## src/core/wwdt_pkg.sv

```systemverilog
// Package of constants and helpers for the windowed watchdog timer
package wwdt_pkg;
   // ==========================================================
   // Register indices (byte address is four times the index)
   localparam logic [1:0] WWDT_IDX_CTRL   = 2'h0;
   localparam logic [1:0] WWDT_IDX_STATUS = 2'h1;
   localparam logic [1:0] WWDT_IDX_UNLOCK = 2'h2;
   localparam int         WWDT_ADDR_W     = 4;

   // ==========================================================
   // Field positions
   localparam int WWDT_PERIOD_LSB = 0;
   localparam int WWDT_WINDOW_LSB = 4;
   localparam int WWDT_LOCK_BIT   = 7;
   localparam int WWDT_BUSY_BIT   = 0;

   // ==========================================================
   // Reset values and codes
   localparam logic [7:0]  WWDT_CTRL_RST   = 8'h00;
   localparam logic [3:0]  WWDT_CODE_OFF   = 4'h0;
   localparam logic [3:0]  WWDT_CODE_MAX   = 4'hb;
   localparam logic [13:0] WWDT_LEN_MIN    = 14'h0008;
   localparam logic [13:0] WWDT_LEN_MAX    = 14'h2000;
   localparam int          WWDT_CNT_W      = 14;
   localparam logic [1:0]  WWDT_SYNC_TICKS = 2'h3;   // Two to three periods
   localparam logic [1:0]  WWDT_RESP_OKAY  = 2'h0;
   localparam logic [1:0]  WWDT_RESP_DEC   = 2'h3;

   // ==========================================================
   // Timing: tick rate in Hz and unlock window in CPU cycles
   localparam int         WWDT_TICK_HZ    = 1024;
   localparam logic [2:0] WWDT_UNLOCK_CYC = 3'h4;

   // Length in ticks of a period or window code; reserved -> longest
   function automatic logic [13:0] wwdt_len(input logic [3:0] code);
      if (code == WWDT_CODE_OFF || code > WWDT_CODE_MAX) begin
         wwdt_len = WWDT_LEN_MAX;
      end else begin
         wwdt_len = WWDT_LEN_MIN << (code - 4'h1);
      end
   endfunction
endpackage

```

## src/core/wwdt_sync_if.sv

```systemverilog
// Interface between watchdog core and its tick synchroniser
`timescale 1ns/1ps
interface wwdt_sync_if;
   logic tick_en;
   logic ctrl_req;
   logic ctrl_done;
   logic wdr_req;
   logic wdr_done;
   modport core (input tick_en, input ctrl_done, input wdr_done,
                 output ctrl_req, output wdr_req);
   modport sync (output tick_en, output ctrl_done, output wdr_done,
                 input ctrl_req, input wdr_req);
endinterface

```

## src/core/wwdt_tick_sync.sv

```systemverilog
// Tick edge detector and tick-counted transfer of control and restart
`timescale 1ns/1ps
module wwdt_tick_sync
   import wwdt_pkg::*;
(
   // Clock and reset
   input  wire logic   aclk,
   input  wire logic   aresetn,
   // Tick from the low-power oscillator
   input  wire logic   watchdog_tick_clock,
   // Core side
   wwdt_sync_if.sync   sif
);
   logic       tick_meta;
   logic       tick_sync;
   logic       tick_prev;
   logic       ctrl_pend;
   logic [1:0] ctrl_cnt;
   logic       wdr_pend;
   logic [1:0] wdr_cnt;
   logic       ctrl_done_reg;
   logic       wdr_done_reg;

   // ==========================================================
   // Tick synchroniser and rising edge enable
   always_ff @(posedge aclk) begin
      if (!aresetn) begin
         tick_meta <= 1'b0;
         tick_sync <= 1'b0;
         tick_prev <= 1'b0;
      end else begin
         tick_meta <= watchdog_tick_clock;
         tick_sync <= tick_meta;
         tick_prev <= tick_sync;
      end
   end
   assign sif.tick_en = tick_sync & ~tick_prev;

   // Control transfer: done after the set count of tick edges
   always_ff @(posedge aclk) begin
      if (!aresetn) begin
         ctrl_pend     <= 1'b0;
         ctrl_cnt      <= 2'h0;
         ctrl_done_reg <= 1'b0;
      end else begin
         ctrl_done_reg <= 1'b0;
         if (sif.ctrl_req) begin
            ctrl_pend <= 1'b1;
            ctrl_cnt  <= 2'h0;
         end else if (ctrl_pend && sif.tick_en) begin
            if (ctrl_cnt + 2'h1 == WWDT_SYNC_TICKS) begin
               ctrl_pend     <= 1'b0;
               ctrl_done_reg <= 1'b1;
            end
            ctrl_cnt <= ctrl_cnt + 2'h1;
         end
      end
   end

   // Restart transfer: two to three tick periods
   always_ff @(posedge aclk) begin
      if (!aresetn) begin
         wdr_pend     <= 1'b0;
         wdr_cnt      <= 2'h0;
         wdr_done_reg <= 1'b0;
      end else begin
         wdr_done_reg <= 1'b0;
         if (sif.wdr_req && !wdr_pend) begin
            wdr_pend <= 1'b1;
            wdr_cnt  <= 2'h0;
         end else if (wdr_pend && sif.tick_en) begin
            if (wdr_cnt + 2'h1 == WWDT_SYNC_TICKS) begin
               wdr_pend     <= 1'b0;
               wdr_done_reg <= 1'b1;
            end
            wdr_cnt <= wdr_cnt + 2'h1;
         end
      end
   end

   assign sif.ctrl_done = ctrl_done_reg;
   assign sif.wdr_done  = wdr_done_reg;
endmodule

```

## src/core/wwdt_top.sv

```systemverilog
// Windowed watchdog timer with AXI4-Lite register access
//
// Function
// - Nonzero timeout code starts the watchdog
// - Zero closed code Normal, nonzero Window
// - Normal mode: reset request on expiry
// - Restart clears count, new period begins
// - Eleven durations, eight ms to eight s
// - Restart in closed window requests reset
// - Open window follows closed window directly
// - Window mode: reset if open window expires
// - Closed window enforced after first restart
// - Counter advances on independent 1.024 kHz tick
// - Control writes synchronised into tick domain
// - Protected writes need unlock sequence first
// - Control loads from fuses; nonzero period code locks
// - Lock blocks control; clear only debug
// - Keeps counting whenever period code is nonzero, tick source runs and debug halt is low
// - Debug halt stops operation, clears counter
// - After halt, one Normal period first
// - Codes 1..11 give 8..8192 ticks
// - Restart takes two to three ticks
// - Protected write within four cycles of key
`timescale 1ns/1ps
module wwdt_top
   import wwdt_pkg::*;
#(
   parameter logic [7:0] UNLOCK_KEY = 8'ha5   // Arbitrary key value
)(
   // Clock and reset
   input  wire logic                   aclk,
   input  wire logic                   aresetn,
   // AXI4-Lite write address
   input  wire logic                   s_axi_awvalid,
   output logic                        s_axi_awready,
   input  wire logic [WWDT_ADDR_W-1:0] s_axi_awaddr,
   input  wire logic [2:0]             s_axi_awprot,
   // AXI4-Lite write data
   input  wire logic                   s_axi_wvalid,
   output logic                        s_axi_wready,
   input  wire logic [31:0]            s_axi_wdata,
   input  wire logic [3:0]             s_axi_wstrb,
   // AXI4-Lite write response
   output logic                        s_axi_bvalid,
   input  wire logic                   s_axi_bready,
   output logic [1:0]                  s_axi_bresp,
   // AXI4-Lite read address
   input  wire logic                   s_axi_arvalid,
   output logic                        s_axi_arready,
   input  wire logic [WWDT_ADDR_W-1:0] s_axi_araddr,
   input  wire logic [2:0]             s_axi_arprot,
   // AXI4-Lite read data
   output logic                        s_axi_rvalid,
   input  wire logic                   s_axi_rready,
   output logic [31:0]                 s_axi_rdata,
   output logic [1:0]                  s_axi_rresp,
   // CPU side
   input  wire logic                   watchdog_restart_instr,
   input  wire logic                   debug_halt,
   input  wire logic                   debug_mode,
   // Fuse loader
   input  wire logic [7:0]             watchdog_fuse_config,
   // Oscillator tick
   input  wire logic                   watchdog_tick_clock,
   // Reset controller
   output logic                        sys_reset_req,
   input  wire logic                   sys_reset_ack
);
   wwdt_sync_if sif ();

   logic [7:0]            ctrl_reg;
   logic                  lock_reg;
   logic                  busy_reg;
   logic                  loaded_reg;
   logic [2:0]            unlock_reg;
   logic [3:0]            act_period;
   logic [3:0]            act_window;
   logic [WWDT_CNT_W-1:0] count_reg;
   logic                  closed_reg;
   logic                  armed_reg;
   logic                  rst_req_reg;
   logic                  aw_held;
   logic                  w_held;
   logic [1:0]            aw_idx;
   logic                  aw_bad;
   logic [31:0]           wdata_hold;
   logic [3:0]            wstrb_hold;
   logic                  rvalid_reg;
   logic [31:0]           rdata_reg;
   logic [1:0]            rresp_reg;
   logic                  bvalid_reg;
   logic [1:0]            bresp_reg;
   logic                  do_write;
   logic                  unlocked;
   logic                  wr_ctrl;
   logic                  wr_status;
   logic                  wr_key;
   logic                  wdt_on;
   logic                  win_on;
   logic [WWDT_CNT_W-1:0] count_p1;
   logic                  expire;
   logic                  early;

   // Unmapped or misaligned byte address, shared by both channels
   function automatic logic addr_bad(input logic [WWDT_ADDR_W-1:0] a);
      addr_bad = (a[3:2] > WWDT_IDX_UNLOCK) || (a[1:0] != 2'h0);
   endfunction

   // ==========================================================
   // Tick synchroniser
   wwdt_tick_sync u_sync (
      .aclk                (aclk),
      .aresetn             (aresetn),
      .watchdog_tick_clock (watchdog_tick_clock),
      .sif                 (sif)
   );

   // ==========================================================
   // AXI4-Lite write channel capture
   always_ff @(posedge aclk) begin
      if (!aresetn) begin
         aw_held    <= 1'b0;
         w_held     <= 1'b0;
         aw_idx     <= 2'h0;
         aw_bad     <= 1'b0;
         wdata_hold <= 32'h0000_0000;
         wstrb_hold <= 4'h0;
      end else begin
         if (s_axi_awvalid && s_axi_awready) begin
            aw_held <= 1'b1;
            aw_idx  <= s_axi_awaddr[3:2];
            aw_bad  <= addr_bad(s_axi_awaddr);
         end else if (do_write) begin
            aw_held <= 1'b0;
         end
         if (s_axi_wvalid && s_axi_wready) begin
            w_held     <= 1'b1;
            wdata_hold <= s_axi_wdata;
            wstrb_hold <= s_axi_wstrb;
         end else if (do_write) begin
            w_held <= 1'b0;
         end
      end
   end

   assign s_axi_awready = ~aw_held;
   assign s_axi_wready  = ~w_held;
   assign do_write      = aw_held & w_held & ~bvalid_reg;
   assign unlocked      = (unlock_reg != 3'h0);

   // Decoded accepted writes; low byte lane required
   assign wr_key    = do_write & ~aw_bad & wstrb_hold[0] &
                      (aw_idx == WWDT_IDX_UNLOCK);
   assign wr_ctrl   = do_write & ~aw_bad & wstrb_hold[0] & unlocked &
                      (aw_idx == WWDT_IDX_CTRL) & ~lock_reg &
                      ~busy_reg;
   assign wr_status = do_write & ~aw_bad & wstrb_hold[0] & unlocked &
                      (aw_idx == WWDT_IDX_STATUS);

   // Write response
   always_ff @(posedge aclk) begin
      if (!aresetn) begin
         bvalid_reg <= 1'b0;
         bresp_reg  <= WWDT_RESP_OKAY;
      end else if (do_write) begin
         bvalid_reg <= 1'b1;
         bresp_reg  <= aw_bad ? WWDT_RESP_DEC : WWDT_RESP_OKAY;
      end else if (s_axi_bready) begin
         bvalid_reg <= 1'b0;
      end
   end
   assign s_axi_bvalid = bvalid_reg;
   assign s_axi_bresp  = bresp_reg;

   // ==========================================================
   // AXI4-Lite read channel
   always_ff @(posedge aclk) begin
      if (!aresetn) begin
         rvalid_reg <= 1'b0;
         rdata_reg  <= 32'h0000_0000;
         rresp_reg  <= WWDT_RESP_OKAY;
      end else if (s_axi_arvalid && !rvalid_reg) begin
         rvalid_reg <= 1'b1;
         rresp_reg  <= WWDT_RESP_OKAY;
         rdata_reg  <= 32'h0000_0000;
         if (addr_bad(s_axi_araddr)) begin
            rresp_reg <= WWDT_RESP_DEC;
         end else if (s_axi_araddr[3:2] == WWDT_IDX_CTRL) begin
            rdata_reg[7:0] <= ctrl_reg;
         end else if (s_axi_araddr[3:2] == WWDT_IDX_STATUS) begin
            rdata_reg[WWDT_LOCK_BIT] <= lock_reg;
            rdata_reg[WWDT_BUSY_BIT] <= busy_reg;
         end
      end else if (s_axi_rready) begin
         rvalid_reg <= 1'b0;
      end
   end
   assign s_axi_arready = ~rvalid_reg;
   assign s_axi_rvalid  = rvalid_reg;
   assign s_axi_rdata   = rdata_reg;
   assign s_axi_rresp   = rresp_reg;

   // ==========================================================
   // Change-protection unlock window, consumed by one write
   always_ff @(posedge aclk) begin
      if (!aresetn) begin
         unlock_reg <= 3'h0;
      end else if (wr_key && wdata_hold[7:0] == UNLOCK_KEY) begin
         unlock_reg <= WWDT_UNLOCK_CYC;
      end else if (wr_ctrl || wr_status) begin
         unlock_reg <= 3'h0;
      end else if (unlocked) begin
         unlock_reg <= unlock_reg - 3'h1;
      end
   end

   // Control shadow, lock and fuse load at first edge after reset
   always_ff @(posedge aclk) begin
      if (!aresetn) begin
         ctrl_reg   <= WWDT_CTRL_RST;
         lock_reg   <= 1'b0;
         loaded_reg <= 1'b0;
      end else if (!loaded_reg) begin
         loaded_reg <= 1'b1;
         ctrl_reg   <= watchdog_fuse_config;
         lock_reg   <= (watchdog_fuse_config[3:0] != WWDT_CODE_OFF);
      end else begin
         if (wr_ctrl) begin
            ctrl_reg <= wdata_hold[7:0];
         end
         if (wr_status && wdata_hold[WWDT_LOCK_BIT]) begin
            lock_reg <= 1'b1;
         end else if (wr_status && debug_mode) begin
            lock_reg <= 1'b0;
         end
      end
   end

   // Sync pending flag; set on write, cleared on transfer done
   always_ff @(posedge aclk) begin
      if (!aresetn) begin
         busy_reg <= 1'b0;
      end else if (wr_ctrl) begin
         busy_reg <= 1'b1;
      end else if (sif.ctrl_done) begin
         busy_reg <= 1'b0;
      end
   end
   assign sif.ctrl_req = wr_ctrl;
   assign sif.wdr_req  = watchdog_restart_instr;

   // ==========================================================
   // Settings in force in the tick domain
   always_ff @(posedge aclk) begin
      if (!aresetn) begin
         act_period <= WWDT_CODE_OFF;
         act_window <= WWDT_CODE_OFF;
      end else if (!loaded_reg) begin
         act_period <= watchdog_fuse_config[3:0];
         act_window <= watchdog_fuse_config[7:4];
      end else if (sif.ctrl_done) begin
         act_period <= ctrl_reg[WWDT_PERIOD_LSB +: 4];
         act_window <= ctrl_reg[WWDT_WINDOW_LSB +: 4];
      end
   end

   assign wdt_on   = (act_period != WWDT_CODE_OFF);
   assign win_on   = (act_window != WWDT_CODE_OFF);
   assign count_p1 = count_reg + 14'h0001;

   // Expiry of the open (or Normal) period; closed-window restart
   assign expire = wdt_on & ~debug_halt & sif.tick_en & ~closed_reg &
                   ~sif.wdr_done &
                   (count_p1 >= wwdt_len(act_period));
   assign early  = wdt_on & ~debug_halt & sif.wdr_done & win_on &
                   armed_reg & closed_reg;

   // ==========================================================
   // Window counter and phase
   always_ff @(posedge aclk) begin
      if (!aresetn) begin
         count_reg  <= 14'h0000;
         closed_reg <= 1'b0;
         armed_reg  <= 1'b0;
      end else if (debug_halt || !wdt_on) begin
         count_reg  <= 14'h0000;
         closed_reg <= 1'b0;
         armed_reg  <= 1'b0;
      end else if (sif.wdr_done) begin
         count_reg  <= 14'h0000;
         closed_reg <= win_on;
         armed_reg  <= win_on;
      end else if (sif.ctrl_done && (!win_on ||
                   ctrl_reg[WWDT_WINDOW_LSB +: 4] == WWDT_CODE_OFF)) begin
         closed_reg <= 1'b0;
         armed_reg  <= 1'b0;
      end else if (sif.tick_en) begin
         if (closed_reg &&
             count_p1 >= wwdt_len(act_window)) begin
            closed_reg <= 1'b0;
            count_reg  <= 14'h0000;
         end else if (expire) begin
            count_reg <= 14'h0000;
         end else begin
            count_reg <= count_p1;
         end
      end
   end

   // Reset request held until acknowledged; a new event wins
   always_ff @(posedge aclk) begin
      if (!aresetn) begin
         rst_req_reg <= 1'b0;
      end else if (expire || early) begin
         rst_req_reg <= 1'b1;
      end else if (sys_reset_ack) begin
         rst_req_reg <= 1'b0;
      end
   end
   assign sys_reset_req = rst_req_reg;
endmodule

```

## config.mk

```make
export PLATFORM = sky130hd
export DESIGN_NAME = wwdt_top
export DESIGN_NICKNAME = d
export VERILOG_FILES = /design/src/core/wwdt_pkg.sv /design/src/core/wwdt_sync_if.sv /design/src/core/wwdt_tick_sync.sv /design/src/core/wwdt_top.sv
export SDC_FILE = /design/constraint.sdc
export NUM_CORES = 1
export LEC_CHECK = 0
export BUFFER_PORTS_ARGS = -buffer_cell sky130_fd_sc_hd__buf_2
export CAP_MARGIN = 20
export CORE_ASPECT_RATIO = 1.1
export CORE_UTILIZATION = 55
export DETAILED_ROUTE_END_ITERATION = 10
export PLACE_DENSITY = 0.95
export SYNTH_ARGS = -nofsm -noshare
export SYNTH_HDL_FRONTEND = slang
export SYNTH_SLANG_ARGS = --single-unit
```

## constraint.sdc

```tcl
create_clock -name aclk -period 5.8 [get_ports aclk]
set_input_delay 1.45 -clock aclk [delete_from_list [all_inputs] [get_ports aclk]]
set_output_delay 1.45 -clock aclk [all_outputs]
set_load 0.005 [all_outputs]
```

==> results.txt <==
- In the synthesized netlist the dominant register cell turns out to be sky130_fd_sc_hd__dfxtp_1.
* TritonCTS clock tree: done
- Input and output buffers added on the ports amount to 54.
* Ys Warns: 0
* Crit. End Element: flip-flop
* Setup TNS: 0 ns
- Top library cells by usage in the layout, fill and taps aside: sky130_fd_sc_hd__dfxtp_1, sky130_fd_sc_hd__nand2_1, sky130_fd_sc_hd__buf_2, sky130_fd_sc_hd__a21oi_1, sky130_fd_sc_hd__ha_1
- Relative contribution of the clock network to total power: 33.1%
- Cells taking the most area after synthesis: sky130_fd_sc_hd__dfxtp_1, sky130_fd_sc_hd__ha_1, sky130_fd_sc_hd__nand2_1, sky130_fd_sc_hd__mux2i_1, sky130_fd_sc_hd__a21oi_1
* Iteration count of the initial detailed-routing pass: 5
- After the first detailed-routing iteration, the DRC count stood at ~170.
- Area taken by multi-input logic gates: approximately 2500 um^2
- The final layout contains routed wiring with a total length of 9650 um.
- Number of gates resized after cts: 0
- The number of global-route vias before repair was 3,535.
* Pin count of the biggest net entering global routing: 50
* Number of different library cells in the post-synthesis netlist: between 50 and 60
* Synthesis-stage register bit count: 76
- For this run the aggregate overflow at the end of global routing stands at 0.
* Number of top-level pins: roughly 110
* Cell class contributing the biggest share of worst-path delay: compound AO/OA/AOI/OAI gates
* Final weighted congestion of routability-driven global placement: 0.884
* Power dissipated by switching net loads: 0.330 mW
* Setup repair after global routing missed its margin: no
* Internal power: 0.789 mW
- Tcrit/Tclk final: between 60% and 70%
- Half-perimeter wire length after placement: 7020 um
- Summing all placed instances gives a cell area of around 4500 um^2.
- Synthesis-to-finish area growth: 9.28%
- Initial antenna violation count: 0
- EDFF count, synth: 0
- Detailed routing inserted a total of roughly 3,700 vias.
- Worst-case headroom to the max-slew limit: 29.6%
- Clock-pin slew was measured on the worst setup and hold paths at approximately 0.070 ns.
- Share of async-settable or async-resettable flops after synthesis: 0%
- Total of max-cap violations: 0
* Cells traversed along the worst timing path: ha_1 > and3_1 > and3_1 > nand3_1 > xnor2_1 > ha_1 > nand3_1 > a211oi_1 > a2111oi_1 > o31ai_2 > nor4_2 > a221o_1
- Number of hold violations in the final report: 0
* Nets: 645
- Largest register FFs: 14
* Run status: completed
- Buffer depth of the longest clock path: 2
- Layout Skew: 0.00898 ns
- The first global-routing pass estimated 16,100 um of wire.
- The floorplan step set the die width to approximately 86 um.
* Power, Total: 1.12 mW
- The detail route stage leaves a number of antenna-violating nets equal to 0.
- Dominant cell type by area after synthesis: sky130_fd_sc_hd__dfxtp_1
- Maximum clock frequency: 262 MHz
- In the final layout, the share of cells above drive strength 1 is 14.0%.
- CP arrival: 4.05 ns
* Hold path startpoint: u_sync.tick_meta
- Switching portion of total power: between 20% and 30%
- The clock drives 76 sinks.
* Power per unit of standard cell area: 240 nW/um^2
* Type of the worst setup path: reg -> reg
* Finish-stage setup viols: 0
* Seq/Total Area, Yosys: 35.6%
* Crit path launch type: flip-flop
* Highest ir drop seen on vdd: about 0.2 mV
* Synth Instances: 502
- Master cell of the clock root buffer: sky130_fd_sc_hd__clkbuf_8
- P_leak: 1.99 nW
* Data required time at the worst endpoint: 6.04 ns
* Overall global routing resource usage: 25.1%
* WL/cell: 14.7 um
* Max Fanout on Critical Path: 15
- The sequential cells in the finished layout cover a total of 1520 um^2.
- Tracing the worst setup path back leads to its startpoint at count_reg[0].
- In this run, CTS created clock tree buffers numbering 9.
- Share of power burned in combinational logic: 15.3%
- Number of cell rows: 33
- Non-Filler Cell Area, Final: 4670 um^2
* Average vias per placed instance: 5.70
- At the pin with the least slew margin, the transition time is approximately 1.1 ns.
- Slowest Stage Delay on Critical Path: 0.89 ns
- Hold timing on the final database bottoms out at a slack of 0.438 ns.
- Final min period: around 3.8 ns
- The floorplan step defined a core boundary enclosing around 7500 um^2.
- The min-delay analysis places its worst path in the category reg -> reg.
- In this run the vertical extent of the chip is between 90 and 100 um.
- Post-CTS setup buffer count: 0
* Proportion of power drawn by flip-flops and latches: approximately half
* Worst-skew pair later-pin latency: 0.36 ns
* Buffers and inverters on the worst path: 0
- In this run the cell area of the synthesized design comes to 4280 um^2.
- The max-slew violation count was 0.
- Once the floorplan was initialized, standard cells occupied 57.2% of the core.
- Reg2reg start: count_reg[0]
- DRC errors left: 0
- H-tree lvl count: 3
- The library cell used most frequently in the layout, excluding fill and tap cells, is sky130_fd_sc_hd__dfxtp_1.
- The slowest stage of the critical path is the sky130_fd_sc_hd__o31ai_2 cell.
- The layout has about 600 filler cells.
- Fraction of synthesized cell area taken by the top area cell type: between 30% and 40%
* Floorplan die area: 8130 um^2
- Hold Buf Count CTS: 0
- Average cell area after synthesis: 8.52 um^2
* Inserted Diodes: 0
area by class of cell:
| cell class | count | area share [%] |
|---|---|---|
| Inverter | 13 | 1.04 |
| Sequential cell | 76 | 32.6 |
| Clock buffer | 10 | 2.95 |
| Timing Repair Buffer | 55 | 5.95 |
| Multi-Input combinational cell | 392 | 53.9 |
| Tap cell | 105 | 2.81 |
| Clock inverter | 5 | 0.777 |
worst register-to-register path: stages, from the launching register on:
cell and delay (ns):
sky130_fd_sc_hd__dfxtp_1 0.39, sky130_fd_sc_hd__ha_1 0.22, sky130_fd_sc_hd__and3_1 0.19, sky130_fd_sc_hd__and3_1 0.23, sky130_fd_sc_hd__nand3_1 0.14, sky130_fd_sc_hd__xnor2_1 0.21, sky130_fd_sc_hd__ha_1 0.35, sky130_fd_sc_hd__nand3_1 0.09
sky130_fd_sc_hd__a211oi_1 0.31, sky130_fd_sc_hd__a2111oi_1 0.12, sky130_fd_sc_hd__o31ai_2 0.89, sky130_fd_sc_hd__nor4_2 0.20, sky130_fd_sc_hd__a221o_1 0.35
path summary, 6_finish.rpt:
| path | endpoint | slack (ns) | cells after the start |
|---|---|---|---|
| worst max-delay path | count_reg[7] | 1.99 | 12 |
| worst min-delay path | u_sync.tick_sync | 0.44 | 1 |
| worst max register to register | count_reg[7] | 1.99 | 12 |
| worst min register to register | u_sync.tick_sync | 0.44 | 1 |
metal layers:
| metal | GRT usage, % | wire [um] |
|---|---|---|
| met4 | 10.0 | 192 |
| met1 | 28.1 | 3920 |
| met5 | 0 | 0 |
| met2 | 47.4 | 5080 |
| met3 | 3.50 | 449 |
cells in the mapped netlist (all sizes together) (6+ instances only):
master	instances
a21boi	13
a21oi	39
a221o	6
a22oi	6
and2	8
buf	28
clkbuf	16
dfxtp	76
ha	28
inv	13
mux2i	22
nand2	69
nand2b	7
nand3	18
nor2	27
nor2b	21
nor4	10
o21ai	19
xnor2	10
kinds of logic (layout without fill, tap and decap cells):
kind of cell,after synthesis,in the layout,share of synthesized area (%)
AOI/OAI and AO/OA,111,111,16.8
xor gates and xnor gates,13,13,2.66
adders and majority gates,28,28,8.19
buffers and inverters,57,83,7.52
DFF,76,76,35.6
muxes,22,22,5.15
other,1,24,0.0877
and+or+nand+nor,194,194,24.0
power groups by stage:
stage | clock network [mW] | logic (mW) | registers [mW]
2_1_floorplan | 0 | 0.137 | 0.581
3_3_place_gp | 0 | 0.154 | 0.588
3_5_place_dp | 0 | 0.167 | 0.590
4_1_cts | 0.370 | 0.169 | 0.578
5_1_grt | 0.394 | 0.193 | 0.583
6_report | 0.370 | 0.171 | 0.579
metrics by stage:
step	instances	util, %	setup slack (ns)
3_5_place_dp	640	60.1	2.04
4_1_cts	655	62.4	2.00
6_report	656	62.5	1.99
2_1_floorplan	525	-	2.73
5_1_grt	656	62.5	1.63
3_3_place_gp	640	60.1	2.16
No activity file was read; power rests on OpenSTA's default activity.
